$ cat src/rtl/eabp_pkg.sv
// constants, register map and bus carriers for the external bus phasing block
package eabp_pkg;
  localparam int CLK_PERIOD_NS = 10;
  localparam int BUS_HALF_NS = 20;
  localparam int HALF_CYC = (BUS_HALF_NS + CLK_PERIOD_NS - 1) / CLK_PERIOD_NS;
  localparam int HALF_CNT_W = $clog2(HALF_CYC) + 1;
  // crystal clock equals aclk here
  localparam int STRAP_WIN_XTAL = 3;
  localparam int STRAP_SAMPLE_CYC = STRAP_WIN_XTAL - 1;
  localparam int SYNC_W = 27;

  localparam logic [7:0] OFS_CTRL = 8'h00;
  localparam logic [7:0] OFS_ADDR = 8'h04;
  localparam logic [7:0] OFS_WDATA = 8'h08;
  localparam logic [7:0] OFS_CMD = 8'h0c;
  localparam logic [7:0] OFS_STATUS = 8'h10;
  localparam logic [7:0] OFS_RDATA = 8'h14;
  localparam logic [7:0] OFS_RSTCFG = 8'h18;

  localparam int CTRL_SR = 0;
  localparam int CTRL_DA_LO = 1;
  localparam int CTRL_DA_UP = 2;
  localparam int CTRL_PIO_REQ = 3;
  localparam int CTRL_PIO_S6 = 4;
  localparam int CTRL_PIO_UZI = 5;
  localparam int CTRL_NARROW = 6;
  localparam logic [31:0] CTRL_RST = 32'h0000_0000;
  localparam logic [31:0] ADDR_RST = 32'h0000_0000;
  localparam logic [31:0] WDATA_RST = 32'h0003_0000;

  localparam int ADDR_REGION_LSB = 20;
  localparam int ADDR_INTERNAL = 22;
  localparam int WDATA_BE_LSB = 16;
  localparam int CMD_WRITE = 0;
  localparam int ST_BUSY = 0;
  localparam int ST_ADEN = 1;
  localparam int ST_SR_STRAP = 2;
  localparam int ST_PIO_GRANT = 3;
  localparam int ST_HOLD = 4;

  localparam logic [1:0] REGION_LOWER = 2'h1;
  localparam logic [1:0] REGION_UPPER = 2'h2;
  localparam logic [1:0] RESP_OKAY = 2'h0;
  localparam logic [1:0] RESP_SLVERR = 2'h2;

  typedef struct packed {
    logic [31:0] awaddr;
    logic awvalid;
    logic [31:0] wdata;
    logic [3:0] wstrb;
    logic wvalid;
    logic bready;
    logic [31:0] araddr;
    logic arvalid;
    logic rready;
  } eabp_axil_req_t;

  typedef struct packed {
    logic awready;
    logic wready;
    logic [1:0] bresp;
    logic bvalid;
    logic arready;
    logic [31:0] rdata;
    logic [1:0] rresp;
    logic rvalid;
  } eabp_axil_rsp_t;
endpackage : eabp_pkg

$ cat src/rtl/eabp_top.sv
// external address/data bus phasing engine with an AXI4-Lite register port
//
// Our own choices: the AXI4-Lite interface to the registers and the address map.
`timescale 1ns/1ns
module eabp_top (
  input wire logic aclk,
  input wire logic aresetn,
  input wire eabp_pkg::eabp_axil_req_t axi_req,
  output eabp_pkg::eabp_axil_rsp_t axi_rsp,
  input wire logic [15:0] int_mem_rdata,
  input wire logic hold_req,
  input wire logic tristate_test,
  input wire logic show_read_strap_n,
  input wire logic byte_high_address_enable_strap,
  input wire logic [15:0] mux_addr_data_lanes_i,
  output logic [15:0] mux_addr_data_lanes_o,
  output logic [15:0] mux_addr_data_lanes_oe,
  input wire logic [7:0] high_address_only_lanes_i,
  output logic [7:0] high_address_only_lanes_o,
  output logic high_address_only_lanes_oe,
  output logic [19:0] nonmux_address_outputs_o,
  output logic nonmux_address_outputs_oe,
  output logic addr_latch_strobe_o,
  output logic addr_latch_strobe_oe,
  output logic bus_clock_out,
  output logic low_byte_write_strobe_n_o,
  output logic high_byte_write_strobe_n_o,
  output logic write_strobes_oe,
  output logic status_six_out,
  output logic upper_lane_indicator_n
);
  import eabp_pkg::*;

  typedef enum logic [2:0] {
    S_IDLE, S_PRE, S_T1, S_T2, S_T3, S_T4
  } eabp_state_t;

  logic half_tick;
  logic [SYNC_W-1:0] sync_q;
  logic [15:0] lanes_q;
  logic [7:0] ao_q;
  logic aden_pin_q;
  logic sr_pin_q;
  logic hold_q;

  eabp_phase_div u_div (
    .aclk(aclk),
    .aresetn(aresetn),
    .half_tick(half_tick),
    .bus_clk(bus_clock_out)
  );

  eabp_pin_sync #(.W(SYNC_W)) u_sync (
    .aclk(aclk),
    .aresetn(aresetn),
    .d({hold_req, show_read_strap_n, byte_high_address_enable_strap,
        high_address_only_lanes_i, mux_addr_data_lanes_i}),
    .q(sync_q)
  );

  assign {hold_q, sr_pin_q, aden_pin_q, ao_q, lanes_q} = sync_q;

  // strap capture after reset release
  logic [1:0] strap_cnt;
  logic [1:0] next_strap_cnt;
  logic strap_done;
  logic next_strap_done;
  logic aden_mode;
  logic next_aden_mode;
  logic sr_strap;
  logic next_sr_strap;
  logic [15:0] rst_cfg;
  logic [15:0] next_rst_cfg;
  logic [31:0] ctrl;

  always_comb
  begin
    next_strap_cnt = strap_cnt;
    next_strap_done = strap_done;
    next_aden_mode = aden_mode;
    next_sr_strap = sr_strap;
    next_rst_cfg = rst_cfg;
    if (!strap_done)
    begin
      next_strap_cnt = strap_cnt + 2'h1;
      if (strap_cnt == 2'(STRAP_SAMPLE_CYC))
      begin
        next_strap_done = 1'b1;
        next_aden_mode = aden_pin_q;
        next_sr_strap = ~sr_pin_q;
        // narrow variant takes its upper half from the address-only lanes
        next_rst_cfg = ctrl[CTRL_NARROW] ? {ao_q, lanes_q[7:0]} : lanes_q;
      end
    end
  end

  // pull-up default: address disable honoured until the strap is seen
  always_ff @(posedge aclk)
  begin
    if (!aresetn)
    begin
      strap_cnt <= 2'h0;
      strap_done <= 1'b0;
      aden_mode <= 1'b1;
      sr_strap <= 1'b0;
      rst_cfg <= 16'h0000;
    end
    else
    begin
      strap_cnt <= next_strap_cnt;
      strap_done <= next_strap_done;
      aden_mode <= next_aden_mode;
      sr_strap <= next_sr_strap;
      rst_cfg <= next_rst_cfg;
    end
  end

  // register file and AXI4-Lite slave
  logic [31:0] addr_reg;
  logic [31:0] wdata_reg;
  logic pend;
  logic pend_write;
  logic aw_full;
  logic w_full;
  logic [7:0] aw_addr;
  logic [31:0] w_data;
  logic [3:0] w_strb;
  logic [31:0] next_ctrl;
  logic [31:0] next_addr_reg;
  logic [31:0] next_wdata_reg;
  logic next_pend;
  logic next_pend_write;
  logic next_aw_full;
  logic next_w_full;
  logic [7:0] next_aw_addr;
  logic [31:0] next_w_data;
  logic [3:0] next_w_strb;
  logic bvalid;
  logic next_bvalid;
  logic [1:0] bresp;
  logic [1:0] next_bresp;
  logic rvalid;
  logic next_rvalid;
  logic [31:0] rdata;
  logic [31:0] next_rdata;
  logic [1:0] rresp;
  logic [1:0] next_rresp;
  logic fsm_start;
  logic busy;
  logic pio_grant;
  logic [15:0] rd_capt;
  eabp_state_t state;

  function automatic logic [31:0] merge(input logic [31:0] old,
                                        input logic [31:0] nw,
                                        input logic [3:0] strb);
    logic [31:0] r;
    r = old;
    for (int b = 0; b < 4; b++)
      if (strb[b])
        r[b*8 +: 8] = nw[b*8 +: 8];
    return r;
  endfunction : merge

  assign busy = pend | (state != S_IDLE);
  // status pins keep normal use when the strap came up low
  assign pio_grant = ctrl[CTRL_PIO_REQ] & aden_mode;

  always_comb
  begin
    next_ctrl = ctrl;
    next_addr_reg = addr_reg;
    next_wdata_reg = wdata_reg;
    next_pend = fsm_start ? 1'b0 : pend;
    next_pend_write = pend_write;
    next_aw_full = aw_full;
    next_w_full = w_full;
    next_aw_addr = aw_addr;
    next_w_data = w_data;
    next_w_strb = w_strb;
    next_bvalid = bvalid;
    next_bresp = bresp;
    next_rvalid = rvalid;
    next_rdata = rdata;
    next_rresp = rresp;
    axi_rsp.awready = !aw_full && !bvalid;
    axi_rsp.wready = !w_full && !bvalid;
    axi_rsp.arready = !rvalid;
    axi_rsp.bvalid = bvalid;
    axi_rsp.bresp = bresp;
    axi_rsp.rvalid = rvalid;
    axi_rsp.rdata = rdata;
    axi_rsp.rresp = rresp;
    if (axi_req.awvalid && axi_rsp.awready)
    begin
      next_aw_full = 1'b1;
      next_aw_addr = axi_req.awaddr[7:0];
    end
    if (axi_req.wvalid && axi_rsp.wready)
    begin
      next_w_full = 1'b1;
      next_w_data = axi_req.wdata;
      next_w_strb = axi_req.wstrb;
    end
    if (aw_full && w_full && !bvalid)
    begin
      next_aw_full = 1'b0;
      next_w_full = 1'b0;
      next_bvalid = 1'b1;
      next_bresp = RESP_OKAY;
      case (aw_addr)
        OFS_CTRL: next_ctrl = merge(ctrl, w_data, w_strb);
        OFS_ADDR: next_addr_reg = merge(addr_reg, w_data, w_strb);
        OFS_WDATA: next_wdata_reg = merge(wdata_reg, w_data, w_strb);
        OFS_CMD:
        begin
          // a command while a cycle is under way is dropped
          if (!busy && w_strb[0])
          begin
            next_pend = 1'b1;
            next_pend_write = w_data[CMD_WRITE];
          end
        end
        OFS_STATUS, OFS_RDATA, OFS_RSTCFG: next_bresp = RESP_OKAY;
        default: next_bresp = RESP_SLVERR;
      endcase
    end
    if (bvalid && axi_req.bready)
      next_bvalid = 1'b0;
    if (rvalid && axi_req.rready)
      next_rvalid = 1'b0;
    if (axi_req.arvalid && axi_rsp.arready)
    begin
      next_rvalid = 1'b1;
      next_rresp = RESP_OKAY;
      next_rdata = 32'h0000_0000;
      case (axi_req.araddr[7:0])
        OFS_CTRL: next_rdata = ctrl;
        OFS_ADDR: next_rdata = addr_reg;
        OFS_WDATA: next_rdata = wdata_reg;
        OFS_CMD: next_rdata = {31'h0, pend_write};
        OFS_STATUS:
        begin
          next_rdata[ST_BUSY] = busy;
          next_rdata[ST_ADEN] = aden_mode;
          next_rdata[ST_SR_STRAP] = sr_strap;
          next_rdata[ST_PIO_GRANT] = pio_grant;
          next_rdata[ST_HOLD] = hold_q;
        end
        OFS_RDATA: next_rdata = {16'h0000, rd_capt};
        OFS_RSTCFG: next_rdata = {16'h0000, rst_cfg};
        default: next_rresp = RESP_SLVERR;
      endcase
    end
  end

  always_ff @(posedge aclk)
  begin
    if (!aresetn)
    begin
      ctrl <= CTRL_RST;
      addr_reg <= ADDR_RST;
      wdata_reg <= WDATA_RST;
      pend <= 1'b0;
      pend_write <= 1'b0;
      aw_full <= 1'b0;
      w_full <= 1'b0;
      aw_addr <= 8'h00;
      w_data <= 32'h0000_0000;
      w_strb <= 4'h0;
      bvalid <= 1'b0;
      bresp <= RESP_OKAY;
      rvalid <= 1'b0;
      rdata <= 32'h0000_0000;
      rresp <= RESP_OKAY;
    end
    else
    begin
      ctrl <= next_ctrl;
      addr_reg <= next_addr_reg;
      wdata_reg <= next_wdata_reg;
      pend <= next_pend;
      pend_write <= next_pend_write;
      aw_full <= next_aw_full;
      w_full <= next_w_full;
      aw_addr <= next_aw_addr;
      w_data <= next_w_data;
      w_strb <= next_w_strb;
      bvalid <= next_bvalid;
      bresp <= next_bresp;
      rvalid <= next_rvalid;
      rdata <= next_rdata;
      rresp <= next_rresp;
    end
  end

  // bus cycle sequencer, stepped on half bus clock ticks; S_PRE lasts one, S_T1 to S_T4 two each
  eabp_state_t next_state;
  logic half;
  logic next_half;
  logic [31:0] cyc_addr;
  logic [31:0] next_cyc_addr;
  logic [31:0] cyc_wd;
  logic [31:0] next_cyc_wd;
  logic cyc_write;
  logic next_cyc_write;
  logic cyc_narrow;
  logic next_cyc_narrow;
  logic [15:0] next_rd_capt;
  logic show_rd;
  logic addr_on;

  // new cycles wait out a hold; a cycle in flight completes
  assign fsm_start = half_tick && state == S_IDLE && pend && !hold_q;
  assign show_rd = !cyc_write && cyc_addr[ADDR_INTERNAL] &&
                   (sr_strap || ctrl[CTRL_SR]);

  always_comb
  begin
    addr_on = 1'b1;
    if (aden_mode)
    begin
      if (cyc_addr[ADDR_REGION_LSB +: 2] == REGION_LOWER && ctrl[CTRL_DA_LO])
        addr_on = 1'b0;
      if (cyc_addr[ADDR_REGION_LSB +: 2] == REGION_UPPER && ctrl[CTRL_DA_UP])
        addr_on = 1'b0;
    end
  end

  always_comb
  begin
    next_state = state;
    next_half = half;
    next_cyc_addr = cyc_addr;
    next_cyc_wd = cyc_wd;
    next_cyc_write = cyc_write;
    next_cyc_narrow = cyc_narrow;
    next_rd_capt = rd_capt;
    if (half_tick)
    begin
      next_half = ~half;
      case (state)
        S_IDLE:
        begin
          next_half = 1'b0;
          if (fsm_start)
          begin
            next_state = S_PRE;
            next_cyc_addr = addr_reg;
            next_cyc_wd = wdata_reg;
            next_cyc_write = pend_write;
            next_cyc_narrow = ctrl[CTRL_NARROW];
          end
        end
        S_PRE:
        begin
          next_state = S_T1;
          next_half = 1'b0;
        end
        S_T1: if (half) next_state = S_T2;
        S_T2: if (half) next_state = S_T3;
        S_T3:
        begin
          if (half)
          begin
            next_state = S_T4;
            if (!cyc_write)
            begin
              next_rd_capt = show_rd ? int_mem_rdata : lanes_q;
              if (cyc_narrow)
                next_rd_capt[15:8] = 8'h00;
            end
          end
        end
        S_T4: if (half) next_state = S_IDLE;
        default: next_state = S_IDLE;
      endcase
    end
  end

  always_ff @(posedge aclk)
  begin
    if (!aresetn)
    begin
      state <= S_IDLE;
      half <= 1'b0;
      cyc_addr <= ADDR_RST;
      cyc_wd <= WDATA_RST;
      cyc_write <= 1'b0;
      cyc_narrow <= 1'b0;
      rd_capt <= 16'h0000;
    end
    else
    begin
      state <= next_state;
      half <= next_half;
      cyc_addr <= next_cyc_addr;
      cyc_wd <= next_cyc_wd;
      cyc_write <= next_cyc_write;
      cyc_narrow <= next_cyc_narrow;
      rd_capt <= next_rd_capt;
    end
  end

  // pin drivers, registered; all enables fall in reset, and all but addr_latch_strobe_oe (set by tristate_test) on hold once idle
  logic [15:0] n_lo;
  logic [15:0] n_loe;
  logic [7:0] n_ao;
  logic n_aoe;
  logic [19:0] n_na;
  logic n_naoe;
  logic n_ale;
  logic n_wlb;
  logic n_whb;
  logic n_wsoe;
  logic n_s6;
  logic n_uzi;
  logic in_cyc;
  logic data_ph;
  logic lo_be;
  logic hi_be;

  always_comb
  begin
    in_cyc = state != S_IDLE && state != S_PRE;
    data_ph = state == S_T2 || state == S_T3 || state == S_T4;
    lo_be = cyc_wd[WDATA_BE_LSB];
    hi_be = cyc_wd[WDATA_BE_LSB + 1] && !cyc_narrow;
    n_lo = 16'h0000;
    n_loe = 16'h0000;
    n_ao = cyc_addr[15:8];
    n_aoe = 1'b0;
    n_na = cyc_addr[19:0];
    n_naoe = 1'b0;
    n_ale = 1'b0;
    n_wlb = 1'b1;
    n_whb = 1'b1;
    n_wsoe = 1'b0;
    n_s6 = pio_grant ? ctrl[CTRL_PIO_S6] : 1'b0;
    n_uzi = pio_grant ? ctrl[CTRL_PIO_UZI] : !(in_cyc && hi_be);
    if (!(hold_q && state == S_IDLE))
    begin
      n_wsoe = 1'b1;
      n_naoe = state != S_IDLE;
      if (in_cyc && cyc_narrow)
        n_aoe = 1'b1;
      if (state == S_T1 && addr_on)
      begin
        n_lo[7:0] = cyc_addr[7:0];
        n_loe[7:0] = 8'hff;
        if (!cyc_narrow)
        begin
          n_lo[15:8] = cyc_addr[15:8];
          n_loe[15:8] = 8'hff;
        end
        n_ale = !half;
      end
      if (data_ph && cyc_write)
      begin
        n_lo = cyc_wd[15:0];
        n_loe[7:0] = {8{lo_be}};
        n_loe[15:8] = {8{hi_be}};
        n_wlb = !(lo_be && state != S_T4);
        n_whb = !(hi_be && state != S_T4);
      end
      if ((state == S_T3 || state == S_T4) && show_rd)
      begin
        n_lo = int_mem_rdata;
        n_loe[7:0] = 8'hff;
        n_loe[15:8] = {8{!cyc_narrow}};
      end
    end
  end

  always_ff @(posedge aclk)
  begin
    if (!aresetn)
    begin
      mux_addr_data_lanes_o <= 16'h0000;
      mux_addr_data_lanes_oe <= 16'h0000;
      high_address_only_lanes_o <= 8'h00;
      high_address_only_lanes_oe <= 1'b0;
      nonmux_address_outputs_o <= 20'h00000;
      nonmux_address_outputs_oe <= 1'b0;
      addr_latch_strobe_o <= 1'b0;
      addr_latch_strobe_oe <= 1'b0;
      low_byte_write_strobe_n_o <= 1'b1;
      high_byte_write_strobe_n_o <= 1'b1;
      write_strobes_oe <= 1'b0;
      status_six_out <= 1'b0;
      upper_lane_indicator_n <= 1'b1;
    end
    else
    begin
      mux_addr_data_lanes_o <= n_lo;
      mux_addr_data_lanes_oe <= n_loe;
      high_address_only_lanes_o <= n_ao;
      high_address_only_lanes_oe <= n_aoe;
      nonmux_address_outputs_o <= n_na;
      nonmux_address_outputs_oe <= n_naoe;
      addr_latch_strobe_o <= n_ale;
      addr_latch_strobe_oe <= !tristate_test;
      low_byte_write_strobe_n_o <= n_wlb;
      high_byte_write_strobe_n_o <= n_whb;
      write_strobes_oe <= n_wsoe;
      status_six_out <= n_s6;
      upper_lane_indicator_n <= n_uzi;
    end
  end
endmodule : eabp_top

$ cat src/rtl/eabp_pin_sync.sv
// three-stage pin synchroniser that passes a bit once stages two and three agree
`timescale 1ns/1ns
module eabp_pin_sync #(
  parameter int W = 1
) (
  input wire logic aclk,
  input wire logic aresetn,
  input wire logic [W-1:0] d,
  output logic [W-1:0] q
);
  // data stages carry no reset so a strap is still seen right after release
  logic [W-1:0] s1;
  logic [W-1:0] s2;
  logic [W-1:0] s3;
  logic [W-1:0] next_q;

  always_ff @(posedge aclk)
  begin
    s1 <= d;
    s2 <= s1;
    s3 <= s2;
  end

  for (genvar i = 0; i < W; i++)
  begin : g_bit
    always_comb
    begin
      next_q[i] = q[i];
      if (s2[i] == s3[i])
        next_q[i] = s3[i];
    end

    always_ff @(posedge aclk)
    begin
      if (!aresetn)
        q[i] <= 1'b0;
      else
        q[i] <= next_q[i];
    end
  end
endmodule : eabp_pin_sync

$ cat src/rtl/eabp_phase_div.sv
// bus clock divider: half-period enable pulse and the bus clock level
`timescale 1ns/1ns
module eabp_phase_div
  import eabp_pkg::*;
(
  input wire logic aclk,
  input wire logic aresetn,
  output logic half_tick,
  output logic bus_clk
);
  logic [HALF_CNT_W-1:0] cnt;
  logic [HALF_CNT_W-1:0] next_cnt;
  logic next_bus_clk;

  always_comb
  begin
    half_tick = (cnt == HALF_CNT_W'(HALF_CYC - 1));
    next_cnt = half_tick ? '0 : cnt + 1'b1;
    next_bus_clk = half_tick ? ~bus_clk : bus_clk;
  end

  always_ff @(posedge aclk)
  begin
    if (!aresetn)
    begin
      cnt <= '0;
      bus_clk <= 1'b0;
    end
    else
    begin
      cnt <= next_cnt;
      bus_clk <= next_bus_clk;
    end
  end
endmodule : eabp_phase_div

$ cat config.mk
export PLATFORM = sky130hd
export DESIGN_NAME = eabp_top
export DESIGN_NICKNAME = d
export VERILOG_FILES = /design/src/rtl/eabp_pkg.sv /design/src/rtl/eabp_top.sv /design/src/rtl/eabp_pin_sync.sv /design/src/rtl/eabp_phase_div.sv
export SDC_FILE = /design/constraint.sdc
export NUM_CORES = 1
export LEC_CHECK = 0
export BUFFER_PORTS_ARGS = -buffer_cell sky130_fd_sc_hd__buf_2
export CORE_MARGIN = 2
export CORE_UTILIZATION = 30
export CTS_BUF_LIST = sky130_fd_sc_hd__clkbuf_8 sky130_fd_sc_hd__clkbuf_16
export DETAILED_ROUTE_END_ITERATION = 8
export HOLD_SLACK_MARGIN = 0.05
export SYNTH_ARGS = -nofsm -noshare
export SYNTH_HDL_FRONTEND = slang
export SYNTH_HIERARCHICAL = 1
export SYNTH_SLANG_ARGS = --single-unit
$ cat constraint.sdc
create_clock -name aclk -period 5.7 [get_ports aclk]
set_input_delay 1.14 -clock aclk [delete_from_list [all_inputs] [get_ports aclk]]
set_output_delay 1.14 -clock aclk [all_outputs]
set_load 0.03 [all_outputs]
Word level (Yosys, flattened, before mapping)
Index checks and enable logic that the tools add are counted. Widths: inputs -> output; s select.

Flip-flop bits (word level): 446. Word-level logic and storage cells: 260. Output and inout port bits: 111. Input port bits: 151.

Eq/ne operators: 55. Add/subtract/negate cells: 2. Bitwise logic cells: 10. Mux-type cells: 36. Reduce and logical (&&, ||, !) cells: 76.

Operators with widths (number): $pmux 27 s5 (1); $mux 16 (8); $eq 8x5->1 const B (6); $reduce_and 3->1 (14); $pmux 5 s7 (1); $eq 8x4->1 const B (4); $eq 1x1->1 (27); $logic_and 1x1->1 (27); $mux 8 (3); $pmux 3 s6 (1); $eq 8x3->1 const B (2); $logic_not 8->1 (2); $mux 1 (15); $mux 3 (5); $reduce_or 7->1 (2); $logic_not 1->1 (13); $ne 2x2->1 const B (5); $reduce_or 2->1 (5); $not 1->1 (8); $eq 3x2->1 const B (2); $eq 3x3->1 const B (2); $reduce_and 6->1 (1); $reduce_or 3->1 (2); $add 2x1->2 const B (2); other kinds (14) (21).

Longest topological paths before layout
Gate-level depths: netlist (run 1).

Depth after elaboration: 9. Depth in mapped cells: 8. Depth with buffers taken out: 6.

Cells and area by module
The synthesis (run 1) kept the hierarchy.

Modules (own cells, without submodules): eabp_top (sequential area each 6226.0 µm², cells an instance 1456, area each 12838.6 µm², instances 1); eabp_pin_sync (sequential area each 2162.1 µm², cells an instance 191, area each 2698.8 µm², instances 1); eabp_phase_div (sequential area each 60.1 µm², cells an instance 11, area each 117.6 µm², instances 1).

Worst setup path after synthesis (run 1)
Ideal clock, no wire load.

Kind: input to register. Start: input axi_req[4] (netlist bit). End: register rdata[25]. Setup time: 128 ps. Required time: 5572 ps. Buffers on the path: 3. Data arrival time: 2531 ps. Slack: 3040 ps. Stages: 7. Cell sequence: clkbuf_1 buf_1 buf_1 mux2i_1 nor2_1 a21oi_1 o21ai_0.

Word-level cells in the longest chain between the ends: 2. Elaborated cells on any way between the ends: 6. Those cells by class: eq/ne (4); mux (1); reduce/logical (1).

RTL lines: start, declared (RTL line eabp_top.sv:8) `input wire eabp_pkg::eabp_axil_req_t axi_req,`; $eq 8x5->1 (tied with other cells) (RTL line eabp_top.sv:237) `case (axi_req.araddr[7:0])`; $pmux 27 s5 * (RTL line eabp_top.sv:237); end signal, assigned (RTL line eabp_top.sv:292) `rdata <= next_rdata;`; end, declared (RTL line eabp_top.sv:144) `logic [31:0] rdata;`.

Mark *: on every way between the ends. The rest lies on a longest branch, timed or not. A chain may end at the register's enable or synchronous reset.

Worst setup path after layout (run 1)
Start: input axi_req[5] (netlist bit). End: register rdata[2].

Word-level cells in the longest chain between the ends: 2. Elaborated cells on any way between the ends: 8. Those cells by class: eq/ne (6); mux (1); reduce/logical (1).

RTL lines (RTL line): $eq 8x5->1 (tied with other cells) (eabp_top.sv:237); $pmux 5 s7 * (eabp_top.sv:237).

Marked as above.

==> flow_summary.ini, run 1 <==
[sta]
hold_viol_final = 0
setup-violations-final = 0
final.setup.tns_ps = 0
min_period_ps = 2893
slew_violations = 0
rsz0062_at_grt = false
max_freq_ghz = 0.3457
slew_headroom_pct = 28.64
fin_skew_ps = 25.83
finalCritPeriodShare_pct = 50.75
worst_pin_slew_ps = 1065
setup_ws_ps = 2807

[pwr]
ir_worst_vdd_mv = 0.1998
p_leak_nw = 6.950
powerDensity_nw_per_um2 = 358.7

[cts]
ctsResizeCount = 0
clk_pin_slew_ps = 70
postCtsHoldBufs = 0
cts_root_buf = clkbuf_16
numClockSinks = 422
cts_buffers = 45
cts_setup_buffers = 0
cts_buffer_depth = 3
cts_tree = done
h-tree-depth = 2
clkLatencyLatePin_ps = 580

[global_routing]
grt_overflow = 0
grtUsageTotal_pct = 16.11
grt_pass1_wl_um = 67760
grt_start_max_net_pins = 137
antenna_found_initial = 3
grt_pass1_vias = 11920

[worst_setup_path]
crit_path_max_incr_delay_ps = 690
end_kind = flop
required_ps = 6180
path_buf_inv = 3
crit_type = input pin to flop
cp_max_fo = 28
cpLargestDelayFamily = buffers and inverters
cp.arrival_ps = 3370
cp_cell_sequence = buf_2, buf_4, nor2b_1, buf_4, a32o_1, a22oi_1, a211oi_1
cp_common_cell = buf_4
cp_slowest_cell = nor2b_1
cp-start-kind = input pin

[die]
die_h_um = 232.4
io_pins = 262
dieWidth_um = 232.4
rows = 83
die_area_um2 = 54030
core_um2 = 51410
initial_utilization_pct = 30.45

[placed_design]
place.port_buffers = 211
place_ws_ps = 2241
placed_cell_area_um2 = 17100
dpl.hpwl_um = 30780
gp_congestion = 0.8131

[finish]
final_design_area_no_fill_um2 = 18670
layout_common_cells = dfxtp_1, nand2_1, buf_2
nets = 1956
drive_gt1_share_pct = 19.47
final_util_pct = 36.32
final_common_cell = dfxtp_1
syn2layout_area_growth_pct = 19.28

[synth]
syn_inst = 1658
synth_edf_count = 0
synth_top_area_cell = dfxtp_1
seq_area_frac_synth_pct = 53.96
synth_top_area_share_pct = 53.96
yosys_warnings = 6
synth_area_leaders = dfxtp_1, mux2i_1, nand2_1
avgSynthCellArea_um2 = 9.442
synth_top_flop_cell = dfxtp_1
synth_cell_types = 59
ys_ff_latch = 422
mappedNetlistArea_um2 = 15660
ys_async_sr_fraction_pct = 0

[routing]
drt_iter0_markers = 752
drtAntennaViolNets = 0
drc = 0
drt-total-wl_um = 44440
via_per_inst = 4.827
first_pass_iters = 6
num_vias = 12140
wl_per_cell_um = 17.67

[job]
cap_violations = 0

[hold_path]
hp-class = flop to flop

[outcome]
status = finished, final reports clean
==> worst reg2reg max path: cells and delay by family (launching register included) <==
family          cells  cell delay [ps]
flops               1              360
compound gates      1               80
fa+ha+maj           1              270
simple gates        3             1870
==> path summary, 6_finish.rpt <==
| check | from | end | slack [ps] | cells after the start |
|---|---|---|---|---|
| hold reg to reg | u_sync/s1[5] | u_sync/s2[5] | 330 | 0 |
| hold / removal | u_sync/s1[5] | u_sync/s2[5] | 330 | 0 |
| setup / recovery | axi_req[5] | rdata[2] | 2810 | 7 |
| setup reg to reg | u_div/cnt[0] | cyc_addr[22] | 2940 | 5 |
==> layout make-up <==
class                      instances  area, um^2
antenna                            1       2.502
clock buffer                      54        1261
clock inverter                    25       314.1
fill                            5163       32730
inverter                           9       38.79
multi-input combinational       1091        6536
sequential                       422        8448
tap                              680       850.8
timing repair buffer             233        1221
==> where the power goes <==
| group | internal, mW | total, mW | switching, mW |
|---|---|---|---|
| clock network | 1.85 | 3.08 | 1.23 |
| logic | 0.152 | 0.456 | 0.304 |
| registers | 3.07 | 3.16 | 0.0915 |
==> per-layer routing <==
layer	vias to the layer above	GRT usage, %	part of all wire [%]
li1	5970	-	-
met1	5828	19.91	44
met2	253	27.76	49
met3	85	2.892	4.1
met4	4	6.190	3.3
met5	-	0	0.043
==> logic make-up (layout without fill, tap and decap cells) <==
family | Yosys count | after routing | share of synthesized area (%)
AOI/OAI and AO/OA | 351 | 351 | 14.02
DFF | 422 | 422 | 53.96
adders and majority gates | 3 | 3 | 0.2398
buffers and inverters | 146 | 321 | 4.444
muxes | 140 | 140 | 8.959
and+or+nand+nor | 592 | 592 | 18.18
xor gates and xnor gates | 3 | 3 | 0.1679
other | 1 | 3 | 0.02395
==> through the flow <==
step / std cells / hold slack [ps] / power, mW
after CTS: 2514 / 326.9 / 6.764
final: 2515 / 325.9 / 6.698
after global placement: 2435 / 313.1 / 3.667
after detailed placement: 2435 / 312.1 / 3.683
after floorplan: 1659 / 309.6 / 3.520
after global routing: 2515 / 331.7 / 6.945
==> synth_stat cells (all sizes together) (9+ instances only) <==
cell type  number
a211oi         11
a21boi         36
a21oi         162
a22o           11
a311oi          9
a32oi          17
and2           24
and3           11
buf            47
clkbuf         90
dfxtp         422
inv             9
mux2i         139
nand2         300
nand3          14
nor2          153
nor3           11
nor4           18
nor4b          10
o21ai          73
o2bb2ai        12
Note: power is estimated with default switching activity, not from simulation.
==> run 2: changes to the inputs <==
==> constraint.sdc (replaced) <==
create_clock -name aclk -period 2.95 [get_ports aclk]
set_input_delay 0.59 -clock aclk [delete_from_list [all_inputs] [get_ports aclk]]
set_output_delay 0.59 -clock aclk [all_outputs]
set_load 0.03 [all_outputs]
==> flow_summary.ini, run 2 (same netlist as run 1, synthesis figures left out) <==
[outcome]
status = finished, final reports clean

[die]
die_area_um2 = 54030
initial_utilization_pct = 30.45
io_pins = 262
rows = 83
dieWidth_um = 232.4
core_um2 = 51410
die_h_um = 232.4

[cts]
clkLatencyLatePin_ps = 590
h-tree-depth = 2
cts_buffers = 45
postCtsHoldBufs = 0
cts_tree = done
ctsResizeCount = 0
cts_root_buf = clkbuf_16
clk_pin_slew_ps = 60
cts_buffer_depth = 3
cts_setup_buffers = 0
numClockSinks = 422

[worst_setup_path]
cp.arrival_ps = 2810
cp-start-kind = flop
reg2reg_from = u_div/cnt[0]
crit_type = flop to flop
end_kind = flop
startpoint = u_div/cnt[0]
required_ps = 3390
cp_max_fo = 25

[global_routing]
antenna_found_initial = 3
grt.busiest_layer = met2
grt_start_max_net_pins = 122
grt_overflow = 0
grt_pass1_wl_um = 67440
grtUsageMet2_pct = 27.16
grtUsageMet1_pct = 19.95
use_met3_pct = 2.757
grtUsageTotal_pct = 16.10
grt_pass1_vias = 11810

[sta]
slew_violations = 0
max_freq_ghz = 0.4212
setup-violations-final = 0
min_period_ps = 2374
worst_pin_slew_ps = 966.9
slew_headroom_pct = 34.95
fin_skew_ps = 21.97
final.setup.tns_ps = 0
rsz0062_at_grt = false
hold_viol_final = 0
timing.hold.ws_ps = 102.6
finalCritPeriodShare_pct = 80.49

[finish]
instances_no_fill = 2541
drive_gt1_share_pct = 20.13
final_common_cell = dfxtp_1
layout_common_cells = dfxtp_1, nand2_1, buf_2
nets = 1979
fillCellCount = 5177
syn2layout_area_growth_pct = 19.88

[placed_design]
place_inst = 2458
dpl.hpwl_um = 31220
place.port_buffers = 211
gp_congestion = 0.8112

[routing]
drt-total-wl_um = 44530
drt_iter0_markers = 732
num_vias = 12240
drtAntennaViolNets = 0
wl_per_cell_um = 17.52
via_per_inst = 4.817
first_pass_iters = 5
drc = 0

[pwr]
p_leak_nw = 7.052
netSwitchingPower_mw = 3.110
clkPwrFrac_pct = 44.0
intPower_mw = 9.384
ir_worst_vdd_mv = 0.3901
p_seq_share_pct = 48.9
pwr-share-comb_pct = 7.1
switching_share_pct = 24.89
powerDensity_nw_per_um2 = 665.7

[hold_path]
hp-start = high_address_only_lanes_i[0]
hp-class = input pin to flop

[job]
cap_violations = 0
-- run 2: changes by cell type in the layout (fill, tap and decap cells not counted), moves of 2 or more --
cell and change:
buf_4 +20, inv_1 +6, bufinv_16 -4, buf_12 +3, clkinv_2 +3, clkinvlp_4 -3, clkinv_16 +2, diode_2 +2
-- run 2: critical path, cell delays in order (launching register included) --
cell and delay, ps:
dfxtp_1 360, ha_1 270, or3b_2 540, or4b_2 650
buf_4 250, nand2_1 100, a21oi_1 60
-- run 2: final cells by class --
type                            count  area, um^2  area share, %
Antenna cell                        3       7.507        0.04000
Clock buffer                       52        1222          6.514
Sequential cell                   422        8448          45.02
Multi-Input combinational cell   1091        6526          34.78
Tap cell                          680       850.8          4.534
Clock inverter                     28       241.5          1.287
Inverter                            9       38.79         0.2067
Timing Repair Buffer              256        1431          7.627
-- run 2: path summary, 6_finish.rpt --
path	to	slack, ps	cells past startpoint
setup / recovery	cyc_addr[18]	580	6
hold / removal	u_sync/s1[16]	100	1
setup reg to reg	cyc_addr[18]	580	6
hold reg to reg	u_sync/s2[0]	330	0
-- run 2: per-stage QoR --
stage | cell area (um^2) | setup WS [ps] | total power [mW] | utilization, %
global route | 18770 | 431.3 | 12.99 | 36.51
finish | 18770 | 575.7 | 12.49 | 36.51
CTS | 18760 | 574.4 | 12.64 | 36.49
global placement | 17300 | 474.7 | 7.091 | 33.64
floorplan | 15660 | 682.5 | 6.801 | -
detailed placement | 17300 | 425.4 | 7.124 | 33.64
-- run 2: power groups by stage --
stage               Sequential (mW)  Clock, mW  Combinational (mW)
floorplan                      6.19          0               0.615
global placement               6.21          0               0.876
detailed placement             6.23          0               0.895
CTS                            6.10       5.64               0.897
global route                   6.13       5.88               0.977
finish                         6.10       5.50               0.889
-- run 2: routing by layer --
layer,part of all wire [%],routed length [um]
met5,0,0
met1,43,19120
met4,4.0,1798
met3,4.4,1969
met2,49,21640
==> run 3: changes to the inputs <==
--- a/config.mk
+++ b/config.mk
@@ -5,6 +5,7 @@
 export SDC_FILE = /design/constraint.sdc
 export NUM_CORES = 1
 export LEC_CHECK = 0
+export ABC_AREA = 1
 export BUFFER_PORTS_ARGS = -buffer_cell sky130_fd_sc_hd__buf_2
 export CORE_MARGIN = 2
 export CORE_UTILIZATION = 30
==> constraint.sdc (replaced) <==
create_clock -name aclk -period 2.26 [get_ports aclk]
set_input_delay 0.452 -clock aclk [delete_from_list [all_inputs] [get_ports aclk]]
set_output_delay 0.452 -clock aclk [all_outputs]
set_load 0.03 [all_outputs]
==> flow_summary.ini, run 3 <==
[worst_setup_path]
reg2regPathDepth = 11
reg2reg_from = state[2]
r2r_end = mux_addr_data_lanes_oe[14]
crit_type = flop to flop
cp_max_fo = 20
cp-start-kind = flop
required_ps = 2790
end_kind = flop
regToRegSetupSlack_ps = 430
cp.arrival_ps = 2360

[cts]
cts_tree = done
clkLatencyLatePin_ps = 590
h-tree-depth = 2
clk_pin_slew_ps = 60
cts_buffers = 45
cts_root_buf = clkbuf_16
postCtsHoldBufs = 29
ctsResizeCount = 0
numClockSinks = 422
cts_setup_buffers = 0
cts_buffer_depth = 3

[pwr]
fin_total_pwr_mw = 16.44
ir_worst_vdd_mv = 0.4899
p_leak_nw = 8.351
powerDensity_nw_per_um2 = 863.5

[global_routing]
grtUsageMet1_pct = 21.94
grtUsageTotal_pct = 16.05
grtUsageMet2_pct = 24.18
grt_pass1_vias = 12160
grt.busiest_layer = met2
grt_start_max_net_pins = 116
use_met3_pct = 3.931
antenna_found_initial = 4
grt_pass1_wl_um = 67990
grt_overflow = 0

[synth]
synth_commonest_cells = dfxtp_1, nand2_1, nor2_1, a21oi_1, inv_1
syn_inst = 1896
synth_cell_types = 43
synth_area_leaders = dfxtp_1, nand2_1, a21oi_1
yosysMostFrequentCell = dfxtp_1
avgSynthCellArea_um2 = 8.320
mappedNetlistArea_um2 = 15780
synth_top_flop_cell = dfxtp_1
yosys_warnings = 6
synth_top_area_cell = dfxtp_1
ys_async_sr_fraction_pct = 0
synth_edf_count = 0
seq_area_frac_synth_pct = 53.55
ys_ff_latch = 422
synth_top_area_share_pct = 53.55

[sta]
slew_headroom_pct = 59.03
max_freq_ghz = 0.5459
worst_pin_slew_ps = 613.8
final.setup.tns_ps = 0
setup_ws_ps = 428.2
fin_skew_ps = 35.99
setup-violations-final = 0
min_period_ps = 1832
slew_violations = 0
rsz0062_at_grt = false
hold_viol_final = 0
finalCritPeriodShare_pct = 81.05

[die]
io_pins = 262
core_um2 = 52240
rows = 84
dieWidth_um = 233.3
die_area_um2 = 54430
die_h_um = 233.3
initial_utilization_pct = 30.20

[hold_path]
hold_end = aw_addr[5]
hp-start = axi_req[78]
hp-class = input pin to flop
min_path_cells = 3

[routing]
wl_per_cell_um = 15.69
first_pass_iters = 5
drc = 0
drt-total-wl_um = 44190
via_per_inst = 4.554
drt_iter0_markers = 814
num_vias = 12820
drtAntennaViolNets = 0

[placed_design]
place_inst = 2708
place_ws_ps = 322.0
dpl.hpwl_um = 32210
gp_congestion = 0.8568
place.port_buffers = 211

[outcome]
status = finished, final reports clean

[finish]
syn2layout_area_growth_pct = 20.69
layout_common_cells = dfxtp_1, nand2_1, buf_2
seqCellArea_um2 = 8448
fillCellCount = 5295
nets = 2250
final_common_cell = dfxtp_1
multi_input_area_um2 = 5854
instances_no_fill = 2816
drive_gt1_share_pct = 20.70

[job]
cap_violations = 0
run 3: final cells by class:
cell class | count | share of cell area (%)
sequential | 422 | 44.37
multi-input combinational | 1156 | 30.75
timing repair buffer | 273 | 8.734
clock buffer | 52 | 6.420
tap | 688 | 4.521
inverter | 198 | 3.930
clock inverter | 25 | 1.249
antenna | 2 | 0.02629
run 3: worst max path at each step:
| stage | end | from | cells past startpoint |
|---|---|---|---|
| after floorplan | w_data[30] | bvalid | 5 |
| after global placement | rdata[9] | axi_req[2] | 10 |
| after detailed placement | rdata[9] | axi_req[2] | 10 |
| after CTS | pend_write | state[1] | 6 |
| after global routing | mux_addr_data_lanes_o[14] | state[1] | 8 |
| final | mux_addr_data_lanes_oe[14] | state[2] | 11 |
run 3: per-stage QoR:
stage               area (um^2)  utilization, %  hold slack (ps)
floorplan                 15780               -            309.6
global placement          17280           33.09            310.7
detailed placement        17280           33.09            312.8
CTS                       19030           36.44            107.9
global route              19040           36.45            140.2
finish                    19040           36.45            142.9
run 3: cells by family (layout without fill, tap and decap cells):
| family | after synthesis | count (layout) | synth area share, % |
|---|---|---|---|
| AO/OA/AOI/OAI | 476 | 476 | 17.62 |
| flip-flops | 422 | 422 | 53.55 |
| AND/OR/NAND/NOR | 675 | 675 | 19.19 |
| adder cells (fa/ha/maj) | 3 | 3 | 0.2380 |
| buffers and inverters | 319 | 548 | 9.375 |
| other | 1 | 4 | 0.02377 |
run 3: routing by layer:
metal | share of wire [%] | vias to the layer above
met2 | 43 | 334
met3 | 6.5 | 67
met5 | 0.036 | -
li1 | - | 6518
met4 | 2.7 | 2
met1 | 48 | 5902
run 3: where the power goes:
part | switching, mW | internal [mW]
Clock | 3.08 | 4.22
Sequential | 0.198 | 7.78
Combinational | 0.770 | 0.400
Total | 4.05 | 12.4
run 3: critical path: stages (launching register included):
cell	delay, ps
dfxtp_1	550
inv_1	210
nand2_1	130
o21ai_1	100
nand2_1	70
nand2_1	60
inv_1	80
buf_4	230
nand2_1	70
o211ai_1	100
nand2_1	70
inv_1	90
